File: config.mk
export PLATFORM = sky130hd
export DESIGN_NAME = rxbc_engine
export DESIGN_NICKNAME = d
export VERILOG_FILES = /design/src/rtl/rxbc_pkg.sv /design/src/rtl/rxbc_engine.sv
export SDC_FILE = /design/constraint.sdc
export NUM_CORES = 2
export LEC_CHECK = 0
export BUFFER_PORTS_ARGS = -buffer_cell sky130_fd_sc_hd__buf_2
export CELL_PAD_IN_SITES_DETAIL_PLACEMENT = 1
export CELL_PAD_IN_SITES_GLOBAL_PLACEMENT = 1
export CORE_ASPECT_RATIO = 0.5
export CORE_MARGIN = 2
export CORE_UTILIZATION = 23
export CTS_CLUSTER_SIZE = 25
export DETAILED_ROUTE_END_ITERATION = 16
export PLACE_DENSITY = 0.48
export SLEW_MARGIN = 20
export SYNTH_ARGS = -nofsm -noshare
export SYNTH_HDL_FRONTEND = slang
export SYNTH_SLANG_ARGS = --single-unit
File: constraint.sdc
create_clock -name clk_sys -period 10.1 [get_ports clk_sys]
set_clock_uncertainty 0.05 [all_clocks]
set_input_delay 1.515 -clock clk_sys [delete_from_list [all_inputs] [get_ports clk_sys]]
set_output_delay 1.515 -clock clk_sys [all_outputs]
set_load 0.02 [all_outputs]
File: src/rtl/rxbc_pkg.sv
// Package for the receive buffer chain and completion engine
package rxbc_pkg;

  // Register byte offsets on the Avalon-MM slave
  localparam logic [5:0] REG_CTRL      = 6'h00;
  localparam logic [5:0] REG_FREE_BASE = 6'h04;
  localparam logic [5:0] REG_FREE_SIZE = 6'h08;
  localparam logic [5:0] REG_CQ0_BASE  = 6'h0C;
  localparam logic [5:0] REG_CQ0_SIZE  = 6'h10;
  localparam logic [5:0] REG_CQ1_BASE  = 6'h14;
  localparam logic [5:0] REG_CQ1_SIZE  = 6'h18;
  localparam logic [5:0] REG_STATUS    = 6'h1C;
  localparam logic [5:0] REG_CQ_IDX    = 6'h20;

  // Control register fields and reset values
  localparam int         CTRL_FIFO_BIT  = 0;
  localparam int         CTRL_BUS64_BIT = 1;
  localparam logic [1:0] CTRL_RST       = 2'h0;
  localparam logic [9:0] SIZE_RST       = 10'h000;
  localparam logic [31:0] BASE_RST      = 32'h00000000;

  // Status and completion index register fields
  localparam int STAT_BUSY_BIT   = 31;
  localparam int STAT_STARVE_BIT = 30;
  localparam int STAT_ALIGN_BIT  = 29;
  localparam int STAT_FIDX_LSB   = 0;
  localparam int CQ1_IDX_LSB     = 16;

  // Free-buffer entry layout
  localparam int ENT_OWN_BIT = 31;
  localparam int ADDR_W      = 30;

  // Data buffer descriptor layout
  localparam logic [31:0] DSC_W1_OFS = 32'h00000004;
  localparam logic [31:0] DSC_W2_OFS = 32'h00000008;
  localparam int          DSC_SOP    = 31;
  localparam int          DSC_EOP    = 30;

  // Completion entry layout
  localparam int          COMP_WORDS  = 8;
  localparam int          COMP_SHIFT  = 5;
  localparam logic [2:0]  COMP_LAST   = 3'h7;
  localparam int          CW1_OVF     = 31;
  localparam int          CW1_CRC     = 30;
  localparam int          CW1_STARVE  = 29;
  localparam int          CW1_TMO     = 28;
  localparam int          CW1_ABORT   = 27;
  localparam int          CW1_AAL5    = 26;
  localparam logic [10:0] MAX_CELLS   = 11'h556;

  // Completion ring that raises the interrupt
  localparam logic        IRQ_RING    = 1'b0;

  typedef enum logic [0:0] {
    RXBC_OP_NEWBUF = 1'b0,
    RXBC_OP_CLOSE  = 1'b1
  } rxbc_op_e;

  typedef enum logic [3:0] {
    RXBC_IDLE   = 4'h0,
    RXBC_FETCH  = 4'h1,
    RXBC_CHECK  = 4'h2,
    RXBC_RETURN = 4'h3,
    RXBC_LINK1  = 4'h4,
    RXBC_LINK2  = 4'h5,
    RXBC_TAKE   = 4'h6,
    RXBC_END1   = 4'h7,
    RXBC_END2   = 4'h8,
    RXBC_POST   = 4'h9,
    RXBC_DONE   = 4'hA
  } rxbc_state_e;

  // Command from the reassembly core
  typedef struct packed {
    rxbc_op_e    op;
    logic        ringSel;
    logic [31:0] header;
    logic [27:0] vpiVci;
    logic        timeout;
    logic        aal5;
    logic [10:0] cellCount;
    logic        cellEnd;
    logic [31:0] crcCalc;
    logic [31:0] crcTrail;
    logic [31:0] trailer;
    logic [9:0]  efciCount;
    logic [29:0] fifoIndex;
  } rxbc_cmd_s;

  // Host memory master request
  typedef struct packed {
    logic        valid;
    logic        write;
    logic [31:0] addr;
    logic [31:0] wdata;
  } rxbc_mem_s;

endpackage
File: src/rtl/rxbc_engine.sv
// Receive buffer chain and completion engine with Avalon-MM registers
`timescale 1ns/1ps
`default_nettype none

// Contract
// - Take a free buffer only when entry bit 31 is set.
// - Entry read with bit 31 clear means buffer starvation for the channel.
// - Ring mode writes the acquired entry back with bit 31 cleared.
// - FIFO mode only reads the entry, never writes it.
// - Entry bits 29-0 hold address bits 31-2; buffers aligned to bus width.
// - Four-word descriptor heads each buffer; non-last buffers hold N x 48 bytes.
// - Descriptor word 1 bit 31 marks the packet's first buffer.
// - Descriptor word 1 bit 30 marks the packet's final buffer.
// - Descriptor word 1 bits 29-0 link next buffer, zero when last.
// - Descriptor word 2 holds the first four cell header bytes.
// - Descriptor words 0 and 3 are never written.
// - Two completion rings; ring 0 posting raises interrupt, ring 1 is polled.
// - Each ring holds 1 to 1024 entries of eight words.
// - Completion word 0 is last header, or VPI/VCI with low nibble zero.
// - AAL5 overflow bit 31 when cell count passes 1366 without end.
// - AAL5 CRC error bit 30 when computed and trailer CRC differ.
// - Bit 29 set when reassembly ended by buffer starvation.
// - Bit 28 set on reassembly aging time-out.
// - AAL5 abort bit 27 when trailer length is zero.
// - Bit 26 set when the channel carries AAL5.
// - Bits 9-0 carry the congestion cell count.
// - Completion word 2 bit 31 set unless first buffer was never obtained; code clears it only on starvation before a first buffer.
module rxbc_engine (
  input  wire logic               clk_sys,
  input  wire logic               nrst,
  input  wire logic [5:0]         avs_address,
  input  wire logic               avs_read,
  input  wire logic               avs_write,
  input  wire logic [31:0]        avs_writedata,
  input  wire logic [3:0]         avs_byteenable,
  output logic [31:0]             avs_readdata,
  output logic                    avs_waitrequest,
  input  wire logic               cmdValid,
  input  wire rxbc_pkg::rxbc_cmd_s cmdIn,
  output logic                    cmdReady,
  output logic                    doneValid,
  output logic                    doneStarve,
  output rxbc_pkg::rxbc_mem_s     memReq,
  input  wire logic               memAck,
  input  wire logic [31:0]        memRdata,
  output logic                    compIrq
);

  // Whole module state
  typedef struct packed {
    rxbc_pkg::rxbc_state_e st;
    logic [1:0]            ctrl;
    logic [31:0]           freeBase;
    logic [9:0]            freeSize;
    logic [9:0]            freeIdx;
    logic [1:0][31:0]      cqBase;
    logic [1:0][9:0]       cqSize;
    logic [1:0][9:0]       cqIdx;
    rxbc_pkg::rxbc_cmd_s   cmd;
    logic [31:0]           entry;
    logic [29:0]           curBuf;
    logic                  curValid;
    logic                  curFirst;
    logic [29:0]           sopPtr;
    logic                  sopValid;
    logic                  starve;
    logic                  alignErr;
    logic [2:0]            word;
    rxbc_pkg::rxbc_mem_s   mem;
    logic                  cmdReady;
    logic                  doneValid;
    logic                  doneStarve;
    logic                  compIrq;
    logic                  avWait;
    logic [31:0]           avRdata;
  } rxbc_state_s;

  rxbc_state_s q;
  rxbc_state_s d;

  // Build one master request
  function automatic rxbc_pkg::rxbc_mem_s mkReq(input logic wr, input logic [31:0] a,
                                               input logic [31:0] wd);
    rxbc_pkg::rxbc_mem_s r;
    r.valid = 1'b1;
    r.write = wr;
    r.addr  = a;
    r.wdata = wd;
    return r;
  endfunction

  // Merge written bytes under byte enables
  function automatic logic [31:0] beMerge(input logic [31:0] old, input logic [31:0] nw,
                                          input logic [3:0] be);
    logic [31:0] r;
    r = old;
    for (int i = 0; i < 4; i++) begin
      if (be[i]) begin
        r[i*8 +: 8] = nw[i*8 +: 8];
      end
    end
    return r;
  endfunction

  // Byte address of a 30-bit buffer pointer
  function automatic logic [31:0] ptrAddr(input logic [29:0] p);
    return {p, 2'b00};
  endfunction

  // Contents of completion entry word k
  function automatic logic [31:0] compWord(input logic [2:0] k, input rxbc_state_s s);
    logic [31:0] w;
    logic        ovf;
    logic        crc;
    logic        abrt;
    w    = 32'h00000000;
    ovf  = s.cmd.aal5 && !s.cmd.cellEnd && (s.cmd.cellCount > rxbc_pkg::MAX_CELLS);
    crc  = s.cmd.aal5 && (s.cmd.crcCalc != s.cmd.crcTrail);
    abrt = s.cmd.aal5 && (s.cmd.trailer[15:0] == 16'h0000);
    case (k)
      3'h0: begin
        // Header, or VPI/VCI after aging time-out
        w = s.cmd.timeout ? {s.cmd.vpiVci, 4'h0} : s.cmd.header;
      end
      3'h1: begin
        w[rxbc_pkg::CW1_OVF]    = ovf;
        w[rxbc_pkg::CW1_CRC]    = crc;
        w[rxbc_pkg::CW1_STARVE] = s.starve;
        w[rxbc_pkg::CW1_TMO]    = s.cmd.timeout;
        w[rxbc_pkg::CW1_ABORT]  = abrt;
        w[rxbc_pkg::CW1_AAL5]   = s.cmd.aal5;
        w[9:0]                  = s.cmd.efciCount;
      end
      3'h2: begin
        w = {s.sopValid, 1'b0, s.sopPtr};
      end
      3'h3: begin
        w = s.cmd.aal5 ? s.cmd.trailer : 32'h00000000;
      end
      3'h4: begin
        // Ownership handed back to host, error summary set
        w = {1'b0, (ovf || crc || s.starve || s.cmd.timeout || abrt), s.cmd.fifoIndex};
      end
      default: begin
        w = 32'h00000000;
      end
    endcase
    return w;
  endfunction

  // Next-state logic
  always_comb begin
    logic [31:0] rd;
    logic [31:0] freeAddr;
    logic [31:0] cqAddr;
    logic        rs;
    rd       = 32'h00000000;
    d        = q;
    d.doneValid = 1'b0;
    d.compIrq   = 1'b0;
    d.avWait    = 1'b1;
    rs       = q.cmd.ringSel;
    // Ring mode indexes the ring, FIFO mode reads one fixed word
    freeAddr = q.ctrl[rxbc_pkg::CTRL_FIFO_BIT] ? q.freeBase
             : q.freeBase + {20'h00000, q.freeIdx, 2'b00};
    cqAddr   = q.cqBase[rs] + {17'h00000, q.cqIdx[rs], 5'h00} + {27'h0000000, q.word, 2'b00};

    // Register read mux
    case (avs_address)
      rxbc_pkg::REG_CTRL:      rd = {30'h00000000, q.ctrl};
      rxbc_pkg::REG_FREE_BASE: rd = q.freeBase;
      rxbc_pkg::REG_FREE_SIZE: rd = {22'h000000, q.freeSize};
      rxbc_pkg::REG_CQ0_BASE:  rd = q.cqBase[0];
      rxbc_pkg::REG_CQ0_SIZE:  rd = {22'h000000, q.cqSize[0]};
      rxbc_pkg::REG_CQ1_BASE:  rd = q.cqBase[1];
      rxbc_pkg::REG_CQ1_SIZE:  rd = {22'h000000, q.cqSize[1]};
      rxbc_pkg::REG_STATUS: begin
        rd[rxbc_pkg::STAT_BUSY_BIT]   = (q.st != rxbc_pkg::RXBC_IDLE);
        rd[rxbc_pkg::STAT_STARVE_BIT] = q.starve;
        rd[rxbc_pkg::STAT_ALIGN_BIT]  = q.alignErr;
        rd[rxbc_pkg::STAT_FIDX_LSB +: 10] = q.freeIdx;
      end
      rxbc_pkg::REG_CQ_IDX: begin
        rd[9:0]                          = q.cqIdx[0];
        rd[rxbc_pkg::CQ1_IDX_LSB +: 10]  = q.cqIdx[1];
      end
      default: rd = 32'h00000000;
    endcase

    // Avalon slave: one wait cycle, then the access completes
    if ((avs_read || avs_write) && q.avWait) begin
      d.avWait = 1'b0;
      if (avs_read) begin
        d.avRdata = rd;
      end
    end
    if (avs_write && !q.avWait) begin
      case (avs_address)
        rxbc_pkg::REG_CTRL: begin
          d.ctrl = 2'(beMerge({30'h00000000, q.ctrl}, avs_writedata, avs_byteenable));
        end
        rxbc_pkg::REG_FREE_BASE: d.freeBase = beMerge(q.freeBase, avs_writedata, avs_byteenable);
        rxbc_pkg::REG_FREE_SIZE: begin
          d.freeSize = 10'(beMerge({22'h000000, q.freeSize}, avs_writedata, avs_byteenable));
          d.freeIdx  = 10'h000;
        end
        rxbc_pkg::REG_CQ0_BASE: d.cqBase[0] = beMerge(q.cqBase[0], avs_writedata, avs_byteenable);
        rxbc_pkg::REG_CQ0_SIZE: begin
          d.cqSize[0] = 10'(beMerge({22'h000000, q.cqSize[0]}, avs_writedata, avs_byteenable));
          d.cqIdx[0]  = 10'h000;
        end
        rxbc_pkg::REG_CQ1_BASE: d.cqBase[1] = beMerge(q.cqBase[1], avs_writedata, avs_byteenable);
        rxbc_pkg::REG_CQ1_SIZE: begin
          d.cqSize[1] = 10'(beMerge({22'h000000, q.cqSize[1]}, avs_writedata, avs_byteenable));
          d.cqIdx[1]  = 10'h000;
        end
        rxbc_pkg::REG_STATUS: begin
          // Write one to clear the sticky alignment error
          if (avs_byteenable[3] && avs_writedata[rxbc_pkg::STAT_ALIGN_BIT]) begin
            d.alignErr = 1'b0;
          end
        end
        default: begin
        end
      endcase
    end

    // Buffer chain and completion sequencer
    case (q.st)
      rxbc_pkg::RXBC_IDLE: begin
        d.cmdReady = 1'b1;
        if (cmdValid && q.cmdReady) begin
          d.cmdReady = 1'b0;
          d.cmd      = cmdIn;
          d.word     = 3'h0;
          if (cmdIn.op == rxbc_pkg::RXBC_OP_NEWBUF) begin
            d.st = rxbc_pkg::RXBC_FETCH;
          end else begin
            d.st = q.curValid ? rxbc_pkg::RXBC_END1 : rxbc_pkg::RXBC_POST;
          end
        end
      end
      rxbc_pkg::RXBC_FETCH: begin
        // Read the free-buffer entry
        if (!q.mem.valid) begin
          d.mem = mkReq(1'b0, freeAddr, 32'h00000000);
        end else if (memAck) begin
          d.mem.valid = 1'b0;
          d.entry     = memRdata;
          d.st        = rxbc_pkg::RXBC_CHECK;
        end
      end
      rxbc_pkg::RXBC_CHECK: begin
        if (!q.entry[rxbc_pkg::ENT_OWN_BIT]) begin
          // Starvation: no buffer, first-buffer pointer invalid if none yet
          d.starve     = 1'b1;
          d.doneStarve = 1'b1;
          if (!q.curValid) begin
            d.sopValid = 1'b0;
          end
          d.st = rxbc_pkg::RXBC_DONE;
        end else begin
          if (q.ctrl[rxbc_pkg::CTRL_BUS64_BIT] && q.entry[0]) begin
            d.alignErr = 1'b1;
          end
          // FIFO mode skips the write-back
          if (q.ctrl[rxbc_pkg::CTRL_FIFO_BIT]) begin
            d.st = q.curValid ? rxbc_pkg::RXBC_LINK1 : rxbc_pkg::RXBC_TAKE;
          end else begin
            d.st = rxbc_pkg::RXBC_RETURN;
          end
        end
      end
      rxbc_pkg::RXBC_RETURN: begin
        // Hand the ring slot back with ownership cleared
        if (!q.mem.valid) begin
          d.mem = mkReq(1'b1, freeAddr, {1'b0, q.entry[30:0]});
        end else if (memAck) begin
          d.mem.valid = 1'b0;
          d.freeIdx   = (q.freeIdx == q.freeSize) ? 10'h000 : q.freeIdx + 10'h001;
          d.st        = q.curValid ? rxbc_pkg::RXBC_LINK1 : rxbc_pkg::RXBC_TAKE;
        end
      end
      rxbc_pkg::RXBC_LINK1: begin
        // Link the full buffer to the new one
        if (!q.mem.valid) begin
          d.mem = mkReq(1'b1, ptrAddr(q.curBuf) + rxbc_pkg::DSC_W1_OFS,
                        {q.curFirst, 1'b0, q.entry[29:0]});
        end else if (memAck) begin
          d.mem.valid = 1'b0;
          d.st        = rxbc_pkg::RXBC_LINK2;
        end
      end
      rxbc_pkg::RXBC_LINK2: begin
        if (!q.mem.valid) begin
          d.mem = mkReq(1'b1, ptrAddr(q.curBuf) + rxbc_pkg::DSC_W2_OFS, q.cmd.header);
        end else if (memAck) begin
          d.mem.valid = 1'b0;
          d.st        = rxbc_pkg::RXBC_TAKE;
        end
      end
      rxbc_pkg::RXBC_TAKE: begin
        // New buffer becomes current
        d.curBuf     = q.entry[29:0];
        d.curValid   = 1'b1;
        d.curFirst   = !q.curValid;
        d.doneStarve = 1'b0;
        if (!q.curValid) begin
          d.sopPtr   = q.entry[29:0];
          d.sopValid = !q.starve;
        end
        d.st = rxbc_pkg::RXBC_DONE;
      end
      rxbc_pkg::RXBC_END1: begin
        // Close the last buffer: end mark, null link
        if (!q.mem.valid) begin
          d.mem = mkReq(1'b1, ptrAddr(q.curBuf) + rxbc_pkg::DSC_W1_OFS,
                        {q.curFirst, 1'b1, 30'h00000000});
        end else if (memAck) begin
          d.mem.valid = 1'b0;
          d.st        = rxbc_pkg::RXBC_END2;
        end
      end
      rxbc_pkg::RXBC_END2: begin
        if (!q.mem.valid) begin
          d.mem = mkReq(1'b1, ptrAddr(q.curBuf) + rxbc_pkg::DSC_W2_OFS, q.cmd.header);
        end else if (memAck) begin
          d.mem.valid = 1'b0;
          d.st        = rxbc_pkg::RXBC_POST;
        end
      end
      rxbc_pkg::RXBC_POST: begin
        // Eight-word completion entry into the selected ring
        if (!q.mem.valid) begin
          d.mem = mkReq(1'b1, cqAddr, compWord(q.word, q));
        end else if (memAck) begin
          d.mem.valid = 1'b0;
          if (q.word == rxbc_pkg::COMP_LAST) begin
            d.cqIdx[rs]  = (q.cqIdx[rs] == q.cqSize[rs]) ? 10'h000 : q.cqIdx[rs] + 10'h001;
            d.compIrq    = (rs == rxbc_pkg::IRQ_RING);
            d.doneStarve = q.starve;
            d.curValid   = 1'b0;
            d.curFirst   = 1'b0;
            d.starve     = 1'b0;
            d.sopValid   = 1'b1;
            d.st         = rxbc_pkg::RXBC_DONE;
          end else begin
            d.word = q.word + 3'h1;
          end
        end
      end
      rxbc_pkg::RXBC_DONE: begin
        d.doneValid = 1'b1;
        d.st        = rxbc_pkg::RXBC_IDLE;
      end
      default: begin
        d.st = rxbc_pkg::RXBC_IDLE;
      end
    endcase
  end

  // State register with synchronous reset
  always_ff @(posedge clk_sys) begin
    if (!nrst) begin
      q          <= '0;
      q.st       <= rxbc_pkg::RXBC_IDLE;
      q.ctrl     <= rxbc_pkg::CTRL_RST;
      q.freeBase <= rxbc_pkg::BASE_RST;
      q.freeSize <= rxbc_pkg::SIZE_RST;
      q.sopValid <= 1'b1;
      q.avWait   <= 1'b1;
    end else begin
      q <= d;
    end
  end

  // Outputs straight from state flops
  assign avs_readdata    = q.avRdata;
  assign avs_waitrequest = q.avWait;
  assign cmdReady        = q.cmdReady;
  assign doneValid       = q.doneValid;
  assign doneStarve      = q.doneStarve;
  assign memReq          = q.mem;
  assign compIrq         = q.compIrq;

endmodule

`default_nettype wire

==> impl_results.md <==
- Crit Path Class: reg2reg
- CTS Sinks: ~580
- Register area share after synthesis: 0.402
- Hold Violations, Final: 0
- Critical Path Fanout Max: 44
- RSZ-0062 raised after global routing: false
- Via density: 4.92
- Pin count of the biggest net entering global routing: 171
- Final min period: 4.19 ns
- Ys async rst share: 0
- Synth Net Count: 3989
- Final net count: about 4200
- Io pins: ~400
- Commonest non-fill, non-tap cells in the layout: nand2_1, dfxtp_1, a21oi_1, buf_2, nor2_1
- # H-tree levels: 2
- Max-Slew Margin vs Limit: 0.276
- 1st-iter DRT viols: 1810
- Maximum VDD drop: 0.000134 V
- Hold WC Path Type: reg2reg
- # Post-CTS Setup Buffers: 0
- Routed wl met3: 6.42 mm
- Synth Flop Type: dfxtp_1
- Number of global-route vias before repair: approximately 28000
- First-pass GRT wire length: about 190 mm
- CP Launch Type: flop
- Setup violations, final: 0
- Mean Syn Cell Area: 7.83 um2
- MaxCap Viol Count: 0
- Area Overhead vs Synth: 17.3%
- Final Wtd Congestion: between 0.8 and 0.9
- Fin crit share: 0.415
- Crit. End Element: flop
- Top sig layer: met5
- CTS tree: yes
- Metal-1 WL: 57.0 mm
- Post-cts sizing count: 0
- Final worst slack: roughly 5.9 ns
- Unique masters post-synth: between 90 and 100
- Die W: 503 um
- Number of flops mapped to enable cells by yosys: 0
- Post-detail-place hpwl: 93.8 mm
- Share of cells above drive strength 1: 0.166
- Antenna viol nets, final: 0
- Core Rows: 91
- Syn Std Cell Area: 0.0287 mm2
- Commonest non-fill, non-tap cell in the layout: nand2_1
- Synth Instances: 3662
- DR WL/cell: 23.1 um
- Worst path required time: 10.60 ns
- First-pass DRT Iterations: 6
- Cell Pwr Density: 193 mW/mm2
- Number of port buffers: 394
- Remaining global-route overflow: 0
- Status: completed
- Via count: 27319
- Pre-CTS WS: 5.34 ns
- # DRC: 0
- Post-Route WL: 128 mm
- CP arrival: ~4.7 ns
- Starting Density: 0.232
- Total track usage: 0.195
- Clock Root Buffer: clkbuf_16
- TritonCTS Buffers: 61
- Clock-pin slew on the worst setup and hold paths: 0.07 ns
- Clock Latency Late Sink: 0.67 ns
- Antenna violations before repair: 27
- Slew Limit Fails: 0
- FMAX: 238 MHz
- Placed cell area: 0.0314 mm2
- Final instance area: 0.0336 mm2
- Pleak: 11.8 nW
- Setup TNS: 0 ns
- Met2 WL: 61.4 mm
- Die extent in y: 254 um
- Worst Tran Pin Value: 1.08 ns
- Core ar.: around 0.12 mm2
- Synth warn: 0
- Clock Path Buffers: 3
- Die area: 0.128 mm2
- Register bit total from synthesis: between 500 and 600
- Hold-fix buffer count after cts: 0
[kinds of logic after synthesis]
| family | synth area share |
|---|---|
| AOI/OAI and AO/OA | 0.218 |
| xor gates and xnor gates | 0.0333 |
| adders and majority gates | 0.0158 |
| buffers and inverters | 0.0662 |
| DFF | 0.402 |
| muxes | 0.0482 |
| and+or+nand+nor | 0.216 |
[synthesized netlist by cell type, types with 7 or more instances]
cell       count  share of area
ha_1          33          0.014
dfxtp_1      576           0.40
a22oi_1       96          0.025
nand4_1       25         0.0055
and2_1        14         0.0031
mux2_2        21         0.0082
nor3_1        44         0.0077
nor3b_1       13         0.0034
a32oi_1        7         0.0021
a21oi_1      555          0.097
buf_2         41         0.0072
a31o_2         7         0.0021
nor2b_1       18         0.0039
a22o_1        25         0.0076
o22ai_1       11         0.0024
clkbuf_1     171          0.022
a2bb2oi_1      7         0.0021
o211ai_1      25         0.0065
o221ai_1       9         0.0027
a211oi_1       9         0.0024
a31oi_1       21         0.0046
nand2_1      912           0.12
a222oi_1      40          0.014
nand3_1       58          0.010
o21ai_1        7         0.0012
nor2_1       189          0.025
buf_4        118          0.031
and4_1         7         0.0021
a21o_1        14         0.0037
a221oi_1      12         0.0037
o21ai_0      112          0.020
xor2_1        61          0.019
inv_1         26         0.0034
buf_1          8         0.0010
nand2b_1      34         0.0074
xnor2_1       48          0.015
and3_1        25         0.0055
o21a_1         7         0.0018
mux2i_1      111          0.039
nor4_1        26         0.0057
[report_power, final]
part	total, W	internal, W	switching, W
Clock	0.00251	0.00145	0.00106
Combinational	0.00138	0.000393	0.000988
Sequential	0.00259	0.00244	0.000155
Total	0.00649	0.00428	0.00220
[state kept, by name, indices dropped and copies added, names as in the netlist]
| register | cells |
|---|---|
| avs_readdata | 32 |
| avs_waitrequest | 1 |
| cmdReady | 1 |
| compIrq | 1 |
| doneStarve | 1 |
| doneValid | 1 |
| memReq | 66 |
| q | 473 |
[stage by stage]
stage | hold WS (ns) | std cells | total power, W | utilization
floorplan | 0.382 | 3662 | 0.00350 | -
global placement | 0.391 | 5435 | 0.00403 | 0.254
detailed placement | 0.396 | 5435 | 0.00405 | 0.254
CTS | 0.405 | 5549 | 0.00659 | 0.272
global route | 0.426 | 5553 | 0.00680 | 0.272
finish | 0.404 | 5557 | 0.00649 | 0.272
[worst max-delay path, stage by stage, from the launching register on]
cell	delay [ns]
dfxtp_2	0.31
buf_4	0.48
buf_4	0.63
mux2_2	0.41
ha_1	0.40
a2111oi_0	0.46
nor3_1	0.16
a21oi_2	0.34
nor3_1	0.15
a221o_1	0.38
a31oi_1	0.20
a21oi_1	0.09
[final cells by class]
class	instances	area (um2)
diodes	7	17.5
clock buffers	90	1820
clock inverters	24	358
fillers	14863	89900
inverters	27	109
multi-input cells	2718	15400
flip-flops and latches	576	11500
well taps	1674	2090
repair buffers	441	2340
[routing by layer]
| layer | track usage | up-vias |
|---|---|---|
| met2 | 0.332 | 528 |
| met5 | 0 | - |
| li1 | - | 13084 |
| met4 | 0.0519 | 26 |
| met1 | 0.253 | 13498 |
| met3 | 0.0371 | 183 |
[final timing paths]
path,slack [ns],cells after the start,from,to
worst max-delay path,5.91,11,q[413]$_SDFFE_PN0P_,memReq[51]$_SDFFE_PN0P_
worst min-delay path,0.40,2,q[350]$_SDFFE_PN0P_,q[350]$_SDFFE_PN0P_
worst min register to register,0.40,2,q[350]$_SDFFE_PN0P_,q[350]$_SDFFE_PN0P_
worst max register to register,5.91,11,q[413]$_SDFFE_PN0P_,memReq[51]$_SDFFE_PN0P_
(Power assumes the default switching activity.)
